<file path="src/rtl/spad_regs.vh">
// register offsets, field positions and reset values for the address-detect serial port
`ifndef SPAD_REGS_VH
`define SPAD_REGS_VH

// register byte offsets on the apb bus
`define SPAD_TXSC_OFF        12'h000
`define SPAD_RXSC_OFF        12'h004
`define SPAD_RXBUF_OFF       12'h008
`define SPAD_BAUD_OFF        12'h00C
`define SPAD_IRQ_OFF         12'h010
`define SPAD_TXBUF_OFF       12'h014

// transmit status and control fields
`define SPAD_TX_CLKSRC_BIT   7
`define SPAD_TX_NINE_BIT     6
`define SPAD_TX_EN_BIT       5
`define SPAD_TX_SYNC_BIT     4
`define SPAD_TX_HIBAUD_BIT   2
`define SPAD_TX_EMPTY_BIT    1
`define SPAD_TX_D9_BIT       0
`define SPAD_TXSC_WMASK      8'hF5
`define SPAD_TXSC_RESET      8'h02

// receive status and control fields
`define SPAD_RX_PORTEN_BIT   7
`define SPAD_RX_NINE_BIT     6
`define SPAD_RX_CONT_BIT     4
`define SPAD_RX_ADDR_BIT     3
`define SPAD_RX_FERR_BIT     2
`define SPAD_RX_OVERRUN_ERROR_FLAG_BIT     1
`define SPAD_RX_D9_BIT       0
`define SPAD_RXSC_RESET      8'h00

// interrupt control register fields
`define SPAD_IRQ_RXIE_BIT    0
`define SPAD_IRQ_PERIPHERAL_IRQ_ENABLE_BIT    1
`define SPAD_IRQ_GIE_BIT     2
`define SPAD_IRQ_RXF_BIT     3

// baud divisor reset
`define SPAD_BAUD_RESET      8'h00

`endif

</file>
<file path="src/rtl/spad_baud_gen.v">
// baud tick generator: sixteen-times or four-times oversample enable pulses
module spad_baud_gen (
  // clock and reset
  input  wire       core_clk,
  input  wire       resetn,
  // control
  input  wire       enable,
  input  wire [7:0] divisor,
  input  wire       hiBaud,
  // output
  output reg        sampleTick
);

  reg [7:0] divCnt_q;

  // one tick every divisor+1 clocks; sample rate chosen by hiBaud in the receiver
  always @(posedge core_clk or negedge resetn) begin
    if (!resetn) begin
      divCnt_q   <= 8'h00;
      sampleTick <= 1'b0;
    end else if (!enable) begin
      divCnt_q   <= 8'h00;
      sampleTick <= 1'b0;
    end else if (divCnt_q == divisor) begin
      divCnt_q   <= 8'h00;
      sampleTick <= 1'b1;
    end else begin
      divCnt_q   <= divCnt_q + 8'h01;
      sampleTick <= 1'b0;
    end
  end

endmodule // spad_baud_gen

</file>
<file path="src/rtl/spad_rx_shift.v">
// receive shifter: start detect, mid-bit sampling, 8 or 9 data bits, stop check
module spad_rx_shift (
  // clock and reset
  input  wire       core_clk,
  input  wire       resetn,
  // control
  input  wire       enable,
  input  wire       nineBit,
  input  wire       hiBaud,
  input  wire       sampleTick,
  input  wire       rxPin,
  // character out
  output reg        charDone,
  output reg  [8:0] charData,
  output reg        charFrameErr
);

  localparam [3:0] ST_IDLE  = 4'b0001;
  localparam [3:0] ST_START = 4'b0010;
  localparam [3:0] ST_DATA  = 4'b0100;
  localparam [3:0] ST_STOP  = 4'b1000;

  reg [3:0] state_q;
  reg [3:0] phase_q;
  reg [3:0] bitCnt_q;
  reg [8:0] shift_q;
  wire [3:0] lastPhase = hiBaud ? 4'h3 : 4'hF;
  wire [3:0] midPhase  = hiBaud ? 4'h1 : 4'h7;
  wire [3:0] numBits   = nineBit ? 4'h9 : 4'h8;

  // oversampled frame walk, lsb first
  always @(posedge core_clk or negedge resetn) begin
    if (!resetn) begin
      state_q      <= ST_IDLE;
      phase_q      <= 4'h0;
      bitCnt_q     <= 4'h0;
      shift_q      <= 9'h000;
      charDone     <= 1'b0;
      charData     <= 9'h000;
      charFrameErr <= 1'b0;
    end else begin
      charDone <= 1'b0;
      if (!enable) begin
        state_q <= ST_IDLE;
      end else if (sampleTick) begin
        case (state_q)
          ST_IDLE: begin
            phase_q <= 4'h0;
            if (!rxPin) state_q <= ST_START;
          end
          ST_START: begin
            phase_q <= phase_q + 4'h1;
            if (phase_q == midPhase) begin
              // a glitch shorter than half a bit is not a start
              if (rxPin) state_q <= ST_IDLE;
              else begin
                state_q  <= ST_DATA;
                phase_q  <= 4'h0;
                bitCnt_q <= 4'h0;
              end
            end
          end
          ST_DATA: begin
            phase_q <= (phase_q == lastPhase) ? 4'h0 : phase_q + 4'h1;
            if (phase_q == lastPhase) begin
              shift_q  <= nineBit ? {rxPin, shift_q[8:1]} : {1'b0, rxPin, shift_q[7:1]};
              bitCnt_q <= bitCnt_q + 4'h1;
              if (bitCnt_q == numBits - 4'h1) state_q <= ST_STOP;
            end
          end
          ST_STOP: begin
            phase_q <= (phase_q == lastPhase) ? 4'h0 : phase_q + 4'h1;
            if (phase_q == lastPhase) begin
              charDone     <= 1'b1;
              charData     <= shift_q;
              charFrameErr <= ~rxPin;
              state_q      <= ST_IDLE;
            end
          end
          default: state_q <= ST_IDLE;
        endcase
      end
    end
  end

endmodule // spad_rx_shift

</file>
<file path="src/rtl/spad_serial_port.v">
// serial port with 9-bit address detection receiver, transmit control and apb registers
// What this block does
// - address detection acts only while address_detect_enable is set
// - in address mode with 9-bit reception, keep only ninth-bit-set characters
// - without address detection every character reaches the buffer and flags, except one that arrives while the buffer is still full
// - baud rate comes from baud_divisor and high_baud_select
// - port runs only with serial_port_enable set and clocked mode clear
// - nine_bit_receive makes the receiver capture a ninth data bit
// - characters are accepted only while continuous_receive_enable is set
// - receive_flag sets when a character moves into the buffer
// - receive interrupt needs receive, peripheral and global enables
// - status read returns error flags and head character's ninth bit
// - in address mode the reported ninth bit reads as one
// - buffer read returns the low eight data bits
// - overrun flag holds until continuous_receive_enable is cleared
// - clock_source_select is bit 7, ignored in asynchronous mode
// - transmit_ninth_bit supplies the ninth transmitted bit
`include "spad_regs.vh"
module spad_serial_port (
  // clock and reset
  input  wire        core_clk,
  input  wire        resetn,
  // apb slave
  input  wire        psel,
  input  wire        penable,
  input  wire        pwrite,
  input  wire [11:0] paddr,
  input  wire [31:0] pwdata,
  output reg  [31:0] prdata,
  output reg         pready,
  output reg         pslverr,
  // serial line
  input  wire        rxPin,
  output reg         txPin,
  // interrupt request
  output reg         rxIrq
);

  // control and status state
  reg  [7:0] txsc_q;
  reg  [7:0] rxsc_q;
  reg  [7:0] baud_q;
  reg  [2:0] irqEn_q;
  reg        rxFlag_q;
  reg        overrun_error_flag_q;
  reg        ferr_q;
  reg  [8:0] rxBuf_q;
  reg        txBusy_q;
  reg  [10:0] txShift_q;
  reg  [3:0] txBits_q;
  reg  [3:0] txPhase_q;

  wire       sampleTick;
  wire       charDone;
  wire [8:0] charData;
  wire       charFrameErr;

  // write and read strobes taken in the access phase
  wire apbWr = psel & penable & pwrite & pready;
  wire apbRd = psel & penable & ~pwrite & pready;

  // decode: true when address hits a given register offset
  function hit;
    input [11:0] addr;
    input [11:0] off;
    begin
      hit = (addr == off);
    end
  endfunction

  wire mapped = hit(paddr, `SPAD_TXSC_OFF) | hit(paddr, `SPAD_RXSC_OFF) |
                hit(paddr, `SPAD_RXBUF_OFF) | hit(paddr, `SPAD_BAUD_OFF) |
                hit(paddr, `SPAD_IRQ_OFF) | hit(paddr, `SPAD_TXBUF_OFF);

  // port runs only enabled and asynchronous
  wire portOn  = rxsc_q[`SPAD_RX_PORTEN_BIT] & ~txsc_q[`SPAD_TX_SYNC_BIT];
  wire rxOn    = portOn & rxsc_q[`SPAD_RX_CONT_BIT];
  wire addrMode = rxsc_q[`SPAD_RX_ADDR_BIT] & rxsc_q[`SPAD_RX_NINE_BIT];
  // clock_source_select is stored but has no effect in asynchronous mode

  spad_baud_gen u_baud (
    .core_clk   (core_clk),
    .resetn     (resetn),
    .enable     (portOn),
    .divisor    (baud_q),
    .hiBaud     (txsc_q[`SPAD_TX_HIBAUD_BIT]),
    .sampleTick (sampleTick)
  );

  spad_rx_shift u_rx (
    .core_clk     (core_clk),
    .resetn       (resetn),
    .enable       (rxOn),
    .nineBit      (rxsc_q[`SPAD_RX_NINE_BIT]),
    .hiBaud       (txsc_q[`SPAD_TX_HIBAUD_BIT]),
    .sampleTick   (sampleTick),
    .rxPin        (rxPin),
    .charDone     (charDone),
    .charData     (charData),
    .charFrameErr (charFrameErr)
  );

  // address mode drops characters whose ninth bit is zero
  wire keepChar = charDone & (~addrMode | charData[8]);
  wire bufRead  = apbRd & hit(paddr, `SPAD_RXBUF_OFF);

  // one-character buffer, flag and error tracking
  always @(posedge core_clk or negedge resetn) begin
    if (!resetn) begin
      rxFlag_q <= 1'b0;
      overrun_error_flag_q   <= 1'b0;
      ferr_q   <= 1'b0;
      rxBuf_q  <= 9'h000;
    end else begin
      if (keepChar && rxFlag_q && !bufRead) begin
        overrun_error_flag_q <= 1'b1; // full buffer: new character lost
      end else if (keepChar) begin
        rxBuf_q  <= charData;
        ferr_q   <= charFrameErr;
        rxFlag_q <= 1'b1; // set wins over the read-clear
      end else if (bufRead) begin
        rxFlag_q <= 1'b0;
      end
      if (!rxsc_q[`SPAD_RX_CONT_BIT]) overrun_error_flag_q <= 1'b0;
    end
  end

  // transmit: write to the transmit buffer loads the shifter directly
  wire txLoad = apbWr & hit(paddr, `SPAD_TXBUF_OFF) & ~txBusy_q &
                portOn & txsc_q[`SPAD_TX_EN_BIT];
  wire [3:0] txLastPhase = txsc_q[`SPAD_TX_HIBAUD_BIT] ? 4'h3 : 4'hF;
  wire [3:0] txFrameBits = txsc_q[`SPAD_TX_NINE_BIT] ? 4'hB : 4'hA;

  // frame shifter: start, data lsb first, optional ninth bit, stop
  always @(posedge core_clk or negedge resetn) begin
    if (!resetn) begin
      txBusy_q  <= 1'b0;
      txShift_q <= 11'h7FF;
      txBits_q  <= 4'h0;
      txPhase_q <= 4'h0;
      txPin     <= 1'b1;
    end else if (txLoad) begin
      txBusy_q  <= 1'b1;
      txPhase_q <= 4'h0;
      txBits_q  <= 4'h0;
      txShift_q <= txsc_q[`SPAD_TX_NINE_BIT] ?
                   {1'b1, txsc_q[`SPAD_TX_D9_BIT], pwdata[7:0], 1'b0} :
                   {2'b11, pwdata[7:0], 1'b0};
    end else if (!portOn) begin
      txBusy_q <= 1'b0;
      txPin    <= 1'b1;
    end else if (txBusy_q && sampleTick) begin
      txPin <= txShift_q[0];
      if (txPhase_q == txLastPhase) begin
        txPhase_q <= 4'h0;
        txShift_q <= {1'b1, txShift_q[10:1]};
        txBits_q  <= txBits_q + 4'h1;
        if (txBits_q == txFrameBits - 4'h1) txBusy_q <= 1'b0;
      end else begin
        txPhase_q <= txPhase_q + 4'h1;
      end
    end else if (!txBusy_q) begin
      txPin <= 1'b1;
    end
  end

  // software writes to control registers
  always @(posedge core_clk or negedge resetn) begin
    if (!resetn) begin
      txsc_q  <= `SPAD_TXSC_RESET;
      rxsc_q  <= `SPAD_RXSC_RESET;
      baud_q  <= `SPAD_BAUD_RESET;
      irqEn_q <= 3'b000;
    end else if (apbWr) begin
      if (hit(paddr, `SPAD_TXSC_OFF)) txsc_q <= pwdata[7:0] & `SPAD_TXSC_WMASK;
      if (hit(paddr, `SPAD_RXSC_OFF)) rxsc_q <= {pwdata[7:6], 1'b0, pwdata[4:3], 3'b000};
      if (hit(paddr, `SPAD_BAUD_OFF)) baud_q <= pwdata[7:0];
      if (hit(paddr, `SPAD_IRQ_OFF))  irqEn_q <= pwdata[2:0];
    end
  end

  // status bytes as software sees them
  wire [7:0] txscRead = {txsc_q[7:2], ~txBusy_q, txsc_q[0]};
  wire       d9Read   = addrMode ? 1'b1 : (rxsc_q[`SPAD_RX_NINE_BIT] & rxBuf_q[8]);
  wire [7:0] rxscRead = {rxsc_q[7:3], ferr_q, overrun_error_flag_q, d9Read};

  // apb answer: zero wait states, error on unmapped address
  always @(posedge core_clk or negedge resetn) begin
    if (!resetn) begin
      pready  <= 1'b0;
      pslverr <= 1'b0;
      prdata  <= 32'h0000_0000;
    end else begin
      pready  <= psel & ~penable;
      pslverr <= psel & ~penable & ~mapped;
      prdata  <= 32'h0000_0000;
      if (psel && !penable && !pwrite) begin
        if (hit(paddr, `SPAD_TXSC_OFF))  prdata <= {24'h00_0000, txscRead};
        if (hit(paddr, `SPAD_RXSC_OFF))  prdata <= {24'h00_0000, rxscRead};
        if (hit(paddr, `SPAD_RXBUF_OFF)) prdata <= {24'h00_0000, rxBuf_q[7:0]};
        if (hit(paddr, `SPAD_BAUD_OFF))  prdata <= {24'h00_0000, baud_q};
        if (hit(paddr, `SPAD_IRQ_OFF))   prdata <= {28'h000_0000, rxFlag_q, irqEn_q};
      end
    end
  end

  // interrupt request gated by all three enables
  always @(posedge core_clk or negedge resetn) begin
    if (!resetn) rxIrq <= 1'b0;
    else         rxIrq <= rxFlag_q & (&irqEn_q);
  end

endmodule // spad_serial_port

</file>
<file path="config.mk">
export PLATFORM = sky130hd
export DESIGN_NAME = spad_serial_port
export DESIGN_NICKNAME = d
export VERILOG_FILES = /design/src/rtl/spad_baud_gen.v /design/src/rtl/spad_rx_shift.v /design/src/rtl/spad_serial_port.v
export VERILOG_INCLUDE_DIRS = /design/src /design/src/rtl
export SDC_FILE = /design/constraint.sdc
export NUM_CORES = 1
export LEC_CHECK = 0
export BUFFER_PORTS_ARGS = -buffer_cell sky130_fd_sc_hd__buf_2
export CORE_ASPECT_RATIO = 1.5
export CORE_MARGIN = 2
export CORE_UTILIZATION = 51
export DETAILED_ROUTE_END_ITERATION = 10
export PLACE_DENSITY_LB_ADDON = 0.08
export SLEW_MARGIN = 20
export SYNTH_ARGS = -nofsm -noshare
export SYNTH_HDL_FRONTEND = slang
export SYNTH_SLANG_ARGS = --single-unit
</file>
<file path="constraint.sdc">
create_clock -name core_clk -period 1.85 [get_ports core_clk]
set_input_delay 0.0925 -clock core_clk [delete_from_list [all_inputs] [get_ports core_clk]]
set_output_delay 0.0925 -clock core_clk [all_outputs]
set_load 0.02 [all_outputs]
</file>
==> results by stage, run 1 <==
Outcome:
- The flow ran to the end, but the final reports show violations.
- The checks that failed: setup timing.

Synth:
- The average instance in the mapped netlist occupies between 10 and 15 um^2.
- The number of distinct library cells after synthesis is 68.
- After synthesis the netlist holds a flip-flop and latch count of 105.
- In the synthesized netlist the dominant register cell turns out to be dfrtp_1.
- The fraction of synthesis flops using an asynchronous set or reset pin is 100%.
- The number of enable flip-flop cells after synthesis is 0.
- The gate count after technology mapping is 468.
- The cell area that synthesis handed to floorplanning was approximately 0.0052 mm^2.
- Of the synthesized area, sequential elements account for 50.6%.
- For this run, the number of Yosys warnings is 0.

Critical path:
- The peak fanout along the critical path is 5.
- The data required time of the critical path is approximately 2.1 ns.
- The cell class contributing the biggest share of worst-path delay is simple AND/OR/NAND/NOR gates.
- The sum of buffers and inverters on the critical path is 0.
- The cell with the biggest individual delay on the critical path is or4_1.
- By startpoint and endpoint, the worst setup path is classified as register to register.
- The number of cells on the critical path is 5.
- The setup slack of the worst register-to-register path is -0.09 ns.
- On the worst path, the slowest cell contributes a delay of 0.48 ns.
- The depth of the worst register-to-register path is 5.
- The endpoint type of the worst setup path is a register.
- The worst setup path is launched from a register.
- Data arrives at the worst endpoint at 2.22 ns.
- The critical path goes through or3b_4, a211oi_4, o221ai_4, or4_1, nand3_1.

Timing:
- Between clock sinks in the finished design, the worst skew comes to 0.00515 ns.
- The time the worst path needs with I/O delays and setup is 1.94 ns.
- For the final routed database, the setup TNS stands at -0.544 ns.
- Once routing completed, OpenROAD measured the worst setup slack at -0.0904 ns.
- The count of endpoints failing setup in the final report is 10.
- Setup repair after global routing could not meet its margin everywhere.
- The count of final hold-check violations is 0.
- The maximum achievable frequency is 515 MHz.
- The post-route fraction of the period consumed by the critical path is 105%.
- The worst pin sits at a relative slew slack of 60.2%.
- The max-slew violation count was 0.
- The tightest hold path in the finished design has a slack of 0.0174 ns.
- For the pin with the worst max-slew slack, the measured transition is 0.596 ns.

CTS:
- The CTS tree is done.
- The buffer depth of the longest clock path is 2.
- The root buffer cell chosen for the clock tree is clkbuf_16.
- The clock insertion delay at the later pin of the skew report is around 0.34 ns.
- The clock-pin slew reported for the worst setup and hold paths after clock tree synthesis is 0.08 ns.
- The deepest level of the CTS H-tree is 3.
- The clock sink count is 105.
- In this run, CTS created clock tree buffers numbering 9.

Drt:
- The first-pass iteration count of the detailed router is 4.
- The via count is 3,737.
- The top layer reached by signal wires is met4.
- In the routed design, unresolved DRC markers number 0.
- The detailed-route vias per instance is 5.52.
- The routed design uses about 250 um of met3 wire.
- The met2 wire length is around 6.3 mm.
- The detailed-routing wirelength on met1 is 4.69 mm.
- The number of design-rule violations left by the first detailed-router iteration is 82.
- The remaining antenna violation count after routing is 0.
- The wire length reported by the detailed router is 11.4 mm.
- After detailed routing, the average wire length per cell comes to 16.9 um.

Hold path:
- The min-delay analysis places its worst path in the category primary input to register.
- The worst hold path was traced through 3 stages.

Cells and area:
- The number of antenna repair diodes is 0.
- After the flow finishes, the layout carries non-filler instances totaling ~680.
- Leaving out fill and tap cells, the most frequent cell in the layout is dfrtp_1.
- Of the cells placed in the final design, the portion with a size suffix greater than 1 is 36.6%.
- The final net count is 610.
- The finished layout cell area is 0.00629 mm^2.
- The filler cell count in the final layout is 853.
- Leaving out fill and tap cells, the most frequent cells in the layout are dfrtp_1, buf_4, mux2_2, nand2_1, buf_2.
- The area growth from synthesis to layout is 20.3%.
- The sequential cell area is approximately 0.0026 mm^2.
- In the final layout, the multi-input gates occupy 0.00249 mm^2.
- Measured on the finished design, the core utilization comes to 62.4%.

Placed design:
- The number of input and output port buffers inserted is 37.
- The wire-length estimate of the detail-placed layout is roughly 8.4 mm.
- The placer congestion estimate is ~0.84.
- OpenSTA, run right after detailed placement, puts the worst setup slack at -0.153 ns.
- The cell area reported after detailed placement is 0.00578 mm^2.
- The instance count after placement with tap cells included is roughly 650.

Global route:
- For this run the aggregate overflow at the end of global routing stands at 0.
- The global-route wire length before repair is ~19 mm.
- The pin count of the biggest net entering global routing is 46.
- The number of global-route vias before repair came to ~3,700.
- The all-layer global routing usage is 21.5%.
- The number of antenna violations at the first check in global routing is 0.

Run:
- The max-capacitance violation count is 0.

Power and ir drop:
- In this run the static leakage power is just over 3 nW.
- Across the VDD grid, the largest voltage drop is 0.402 mV.
- The power per cell area is 702 mW/mm^2.
- The overall power of the completed layout is 4.41 mW.

Die:
- The area of the die is 0.0111 mm^2.
- The row count is 45.
- 86 I/O pins were placed.
- The starting density of the core is 51.8%.
- The core region is between 0.01 and 0.015 mm^2.
- The chip width is slightly below 90 um.
- The die is between 100 and 150 um tall.
-- layout make-up --
class / count / area share, %
flip-flops and latches: 105 / 42.0
clock buffers: 9 / 3.58
clock inverters: 7 / 1.29
well taps: 117 / 2.33
inverters: 8 / 0.478
repair buffers: 94 / 10.7
multi-input cells: 337 / 39.6
-- synth_stat cells (4+ instances only) --
cell	count	area [um^2]
buf_2	6	30.0
nor4_1	5	31.3
nand2_1	50	188
o21ai_0	11	55.1
and3_1	6	37.5
mux2_2	49	552
ha_1	5	62.6
nand2b_1	5	31.3
nand3_1	17	85.1
buf_4	25	188
clkbuf_1	6	22.5
dfrtp_1	93	2330
nor3_1	11	55.1
nor3b_1	4	30.0
a21oi_1	13	65.1
xor2_1	16	140
nor2_1	33	124
inv_1	8	30.0
dfstp_2	12	315
a31oi_1	7	43.8
mux4_2	5	113
nor2b_1	8	50.1
mux2i_1	4	40.0
-- logic make-up after synthesis --
group	share of synthesized area, %
DFF	50.6
muxes	13.7
adders and majority gates	1.20
other	0.0718
and+or+nand+nor	17.4
xor gates and xnor gates	3.18
AOI/OAI and AO/OA	8.12
buffers and inverters	5.75
-- layer usage --
| metal | up-vias | track usage (%) |
|---|---|---|
| li1 | 1797 | - |
| met1 | 1881 | 26.1 |
| met2 | 49 | 39.2 |
| met3 | 10 | 3.22 |
| met4 | 0 | 5.97 |
| met5 | - | 0 |
-- power breakdown --
part / total (mW) / internal (mW) / leakage (nW) / switching, mW
clock network: 1.91 / 0.968 / 0.150 / 0.945
registers: 2.30 / 2.30 / 1.36 / 0.00114
logic: 0.204 / 0.0559 / 1.54 / 0.148
-- tightest hold or removal path: cells and delay by family --
family	cells	cell delay, ns
buf+inv	1	0.12
compound gates	1	0.05
simple gates	1	0.10
-- repair_timing --
item / 4_1_cts / 5_1_grt
pin swaps: 2 / 11
endpoints found under the hold margin: 29 / 0
buffers inserted: 2 / 2
endpoints found under the setup margin: 16 / 41
gates resized for setup: 5 / 20
cloned: 0 / 2
hold buffers: 1 / 0
-- state kept, by name, indices dropped and copies added (netlist names), 6 cells and up --
name,flops
txShift_q,10
rxBuf_q,9
u_rx.charData,9
u_rx.shift_q,9
baud_q,8
prdata,8
u_baud.divCnt_q,8
txsc_q,6
-- path summary, 6_finish.rpt --
path,from,end
setup / recovery,u_rx.phase_q[2],u_rx.bitCnt_q[3]
hold / removal,pwdata[1],txShift_q[2]
setup reg to reg,u_rx.phase_q[2],u_rx.bitCnt_q[3]
hold reg to reg,txShift_q[1],txShift_q[0]
max in group asynchronous,resetn,u_rx.state_q[0]
min in group asynchronous,resetn,txBits_q[1]
No activity file was read; power rests on OpenSTA's default activity.
==> run 2: changes to the inputs <==
--- a/config.mk
+++ b/config.mk
@@ -7,7 +7,6 @@
 export NUM_CORES = 1
 export LEC_CHECK = 0
 export BUFFER_PORTS_ARGS = -buffer_cell sky130_fd_sc_hd__buf_2
-export CORE_ASPECT_RATIO = 1.5
 export CORE_MARGIN = 2
 export CORE_UTILIZATION = 51
 export DETAILED_ROUTE_END_ITERATION = 10
==> run 2 against run 1 <==
Design area shrank 2.6%. Critical path depth rose by 1. The run still ends with setup timing left. Largest power group unchanged. Worst setup slack worse by 0.048 ns. Final cell count up 1.2%.
==> results by stage, run 2 (same netlist as run 1, synthesis figures left out) <==
Placed design:
- The placer congestion estimate is 0.838 (was 0.841).
- The number of input and output port buffers inserted came to 37 (unchanged).
- The half-perimeter wire length after placement is 7.99 mm (was 8.41 mm).
- The worst-case setup slack after placement came to -0.198 ns (was -0.153 ns).

Drt:
- The met2 wire length came to 5.23 mm (was 6.33 mm).
- The routed length per placed instance is 16.0 um (was 16.9 um).
- The met3 wire length was 400 um (was 249 um).
- The detailed-route vias per instance is 5.48 (was 5.52).
- The remaining antenna violation count after routing is 0 (unchanged).
- The residual DRC count was 0 (unchanged).
- The first-pass iteration count of the detailed router is 4 (unchanged).
- The detailed-routing wirelength on met1 is 5.13 mm (was 4.69 mm).
- The wire length reported by the detailed router was 11.0 mm (was 11.4 mm).
- The via count is 3,757 (was 3,737).
- The top layer reached by signal wires was met4 (unchanged).
- The number of design-rule violations left by the first detailed-router iteration is 171 (was 82).

Run:
- The max-capacitance violation count is 0 (unchanged).

Global route:
- The pin count of the biggest net entering global routing is 40 (was 46).
- The number of global-route vias before repair is 3,753 (was 3,731).
- The number of antenna violations at the first check in global routing is 0 (unchanged).
- The all-layer global routing usage is 21.3% (was 21.5%).
- The global route total overflow came to 0 (unchanged).
- The global-route wire length before repair is 18.6 mm (about the same).

Die:
- The count of pins on the block boundary was 86 (unchanged).
- The chip width is 105 um (was 86.6 um).
- The area of the die came to 0.0111 mm^2 (about the same).
- The area of the core is 0.00986 mm^2 (was 0.0101 mm^2).
- The row count came to 36 (was 45).
- The die height is 105 um (was 128 um).
- The starting density of the core is 53.0% (was 51.8%).

CTS:
- The buffer depth of the longest clock path was 2 (unchanged).
- The clock buffer count from CTS is 9 (unchanged).
- The CTS tree is done (unchanged).
- The clock tree root driver cell was clkbuf_8 (was clkbuf_16).
- The clock sink count is 105 (unchanged).
- The clock insertion delay at the later pin of the skew report came to 0.37 ns (was 0.34 ns).
- The deepest level of the CTS H-tree came to 3 (unchanged).
- The clock-pin slew reported for the worst setup and hold paths after clock tree synthesis is 0.10 ns (was 0.08 ns).

Timing:
- The maximum achievable frequency was 503 MHz (was 515 MHz).
- The post-route fraction of the period consumed by the critical path was 107% (was 105%).
- The count of final hold-check violations is 0 (unchanged).
- RSZ-0062 raised after global routing: true (unchanged).
- The time the worst path needs with I/O delays and setup is 1.99 ns (was 1.94 ns).
- The setup slack after layout is -0.138 ns (was -0.0904 ns).
- The max-slew violation count was 0 (unchanged).
- The actual slew at the worst max-slew pin is 0.510 ns (was 0.596 ns).
- The worst hold slack came to 0.0168 ns (was 0.0174 ns).
- The count of endpoints failing setup in the final report is 13 (was 10).
- The clock skew was 0.00659 ns (was 0.00515 ns).
- The worst slew margin relative to its limit is 66.0% (was 60.2%).

Cells and area:
- The area growth from synthesis to layout was 17.2% (was 20.3%).
- The final net count is 602 (was 610).
- The flip-flop count of the largest register, all copies and words added came to 10 (unchanged).
- The number of antenna repair diodes was 0 (unchanged).
- The most common cell after layout, fill and taps aside is dfrtp_1 (unchanged).
- The share of cells above drive strength 1 is 33.9% (was 36.6%).
- The final design utilization came to 62.1% (was 62.4%).
- The filler cell count in the final layout is 826 (was 853).
- The register with the highest flop count was txShift_q (unchanged).
- Most used cells in the layout excluding fill and tap cells: dfrtp_1, nand2_1, buf_4, mux2_2, buf_2 (was dfrtp_1, buf_4, mux2_2, nand2_1, buf_2).

Critical path:
- The cell with the biggest individual delay on the critical path was or4_1 (unchanged).
- The cell class contributing the biggest share of worst-path delay is simple AND/OR/NAND/NOR gates (unchanged).
- The critical setup path kind is register to register (unchanged).
- The element type at the critical path start is a register (unchanged).
- The peak fanout along the critical path came to 4 (was 5).
- The sum of buffers and inverters on the critical path is 0 (unchanged).
- Ordered list of cells on the worst path: ha_2, or4bb_4, nand2_4, o221ai_4, or4_1, nand3_1 (was or3b_4, a211oi_4, o221ai_4, or4_1, nand3_1).
- The data arrival time of the critical path is 2.29 ns (was 2.22 ns).
- The data required time of the critical path is 2.15 ns (was 2.13 ns).
- The endpoint type of the worst setup path is a register (unchanged).
- The stage delay of the slowest cell on the critical path is 0.49 ns (was 0.48 ns).

Hold path:
- The path type of the worst min-delay path is primary input to register (unchanged).

Power and ir drop:
- The power per cell area is 655 mW/mm^2 (was 702 mW/mm^2).
- The leakage dissipation is 2.94 nW (was 3.05 nW).
- The maximum ir drop on the vdd rail is 0.363 mV (was 0.402 mV).

Outcome:
- Violations in the final reports: setup timing (unchanged).
- Outcome: complete, but fails checks (unchanged).
-- run 2: cell types whose count changed in the layout (fill, tap and decap cells not counted), sizes merged --
cell	change
clkbuf	+2
clkinv	-1
buf	-11
bufinv	+1
inv	-3
dlygate4sd3	+4
-- run 2: where the power goes --
group / switching (mW) / internal, mW / leakage (nW)
sequential: 0.000992 / 2.30 / 1.35
clock: 0.773 / 0.738 / 0.113
combinational: 0.145 / 0.0557 / 1.48
total: 0.920 / 3.09 / 2.94
-- run 2: final cells by class --
class	instances	area [um^2]	area share [%]
clock buffers	12	165	2.70
repair buffers	86	601	9.80
multi-input cells	337	2470	40.3
inverters	8	30.0	0.490
well taps	133	166	2.72
clock inverters	4	48.8	0.797
flip-flops and latches	105	2640	43.2
-- run 2: path summary, 6_finish.rpt --
path / start / end / slack [ns] / depth (start not counted)
worst max-delay path: u_rx.phase_q[1] / u_rx.bitCnt_q[3] / -0.14 / 6
worst min-delay path: pwdata[0] / txsc_q[0] / 0.02 / 2
worst max register to register: u_rx.phase_q[1] / u_rx.bitCnt_q[3] / -0.14 / 6
worst min register to register: txShift_q[0] / txShift_q[0] / 0.48 / 2
max in group asynchronous: resetn / u_rx.charData[6] / 0.98 / 3
min in group asynchronous: resetn / irqEn_q[1] / 0.24 / 2
-- run 2: timing repair --
item                                   CTS  global route
gates resized for setup                 14            11
pin swaps                                3             5
hold buffers                             5             0
buffers inserted                         0             6
setup endpoints to repair               24            54
endpoints found under the hold margin   33             0
-- run 2: worst register-to-register path, stage by stage, from the launching register on --
cell and delay (ns):
dfrtp_1 0.41, ha_2 0.19, or4bb_4 0.48, nand2_4 0.10
o221ai_4 0.14, or4_1 0.49, nand3_1 0.11
-- run 2: per-layer routing --
metal	up-vias	GRT usage [%]
met5	-	0
met4	0	9.43
met3	14	2.47
met2	91	34.0
met1	1865	29.6
li1	1787	-
-- run 2: through the flow --
step	total power, mW	instances	instance area, um^2	setup TNS (ns)
5_1_grt	4.18	685	6130	-2.86
6_report	4.01	685	6130	-0.813
4_1_cts	4.06	679	6040	-0.718
3_3_place_gp	2.53	658	5730	-2.49
3_5_place_dp	2.54	658	5730	-3.49
2_1_floorplan	2.47	491	5330	-0.0635
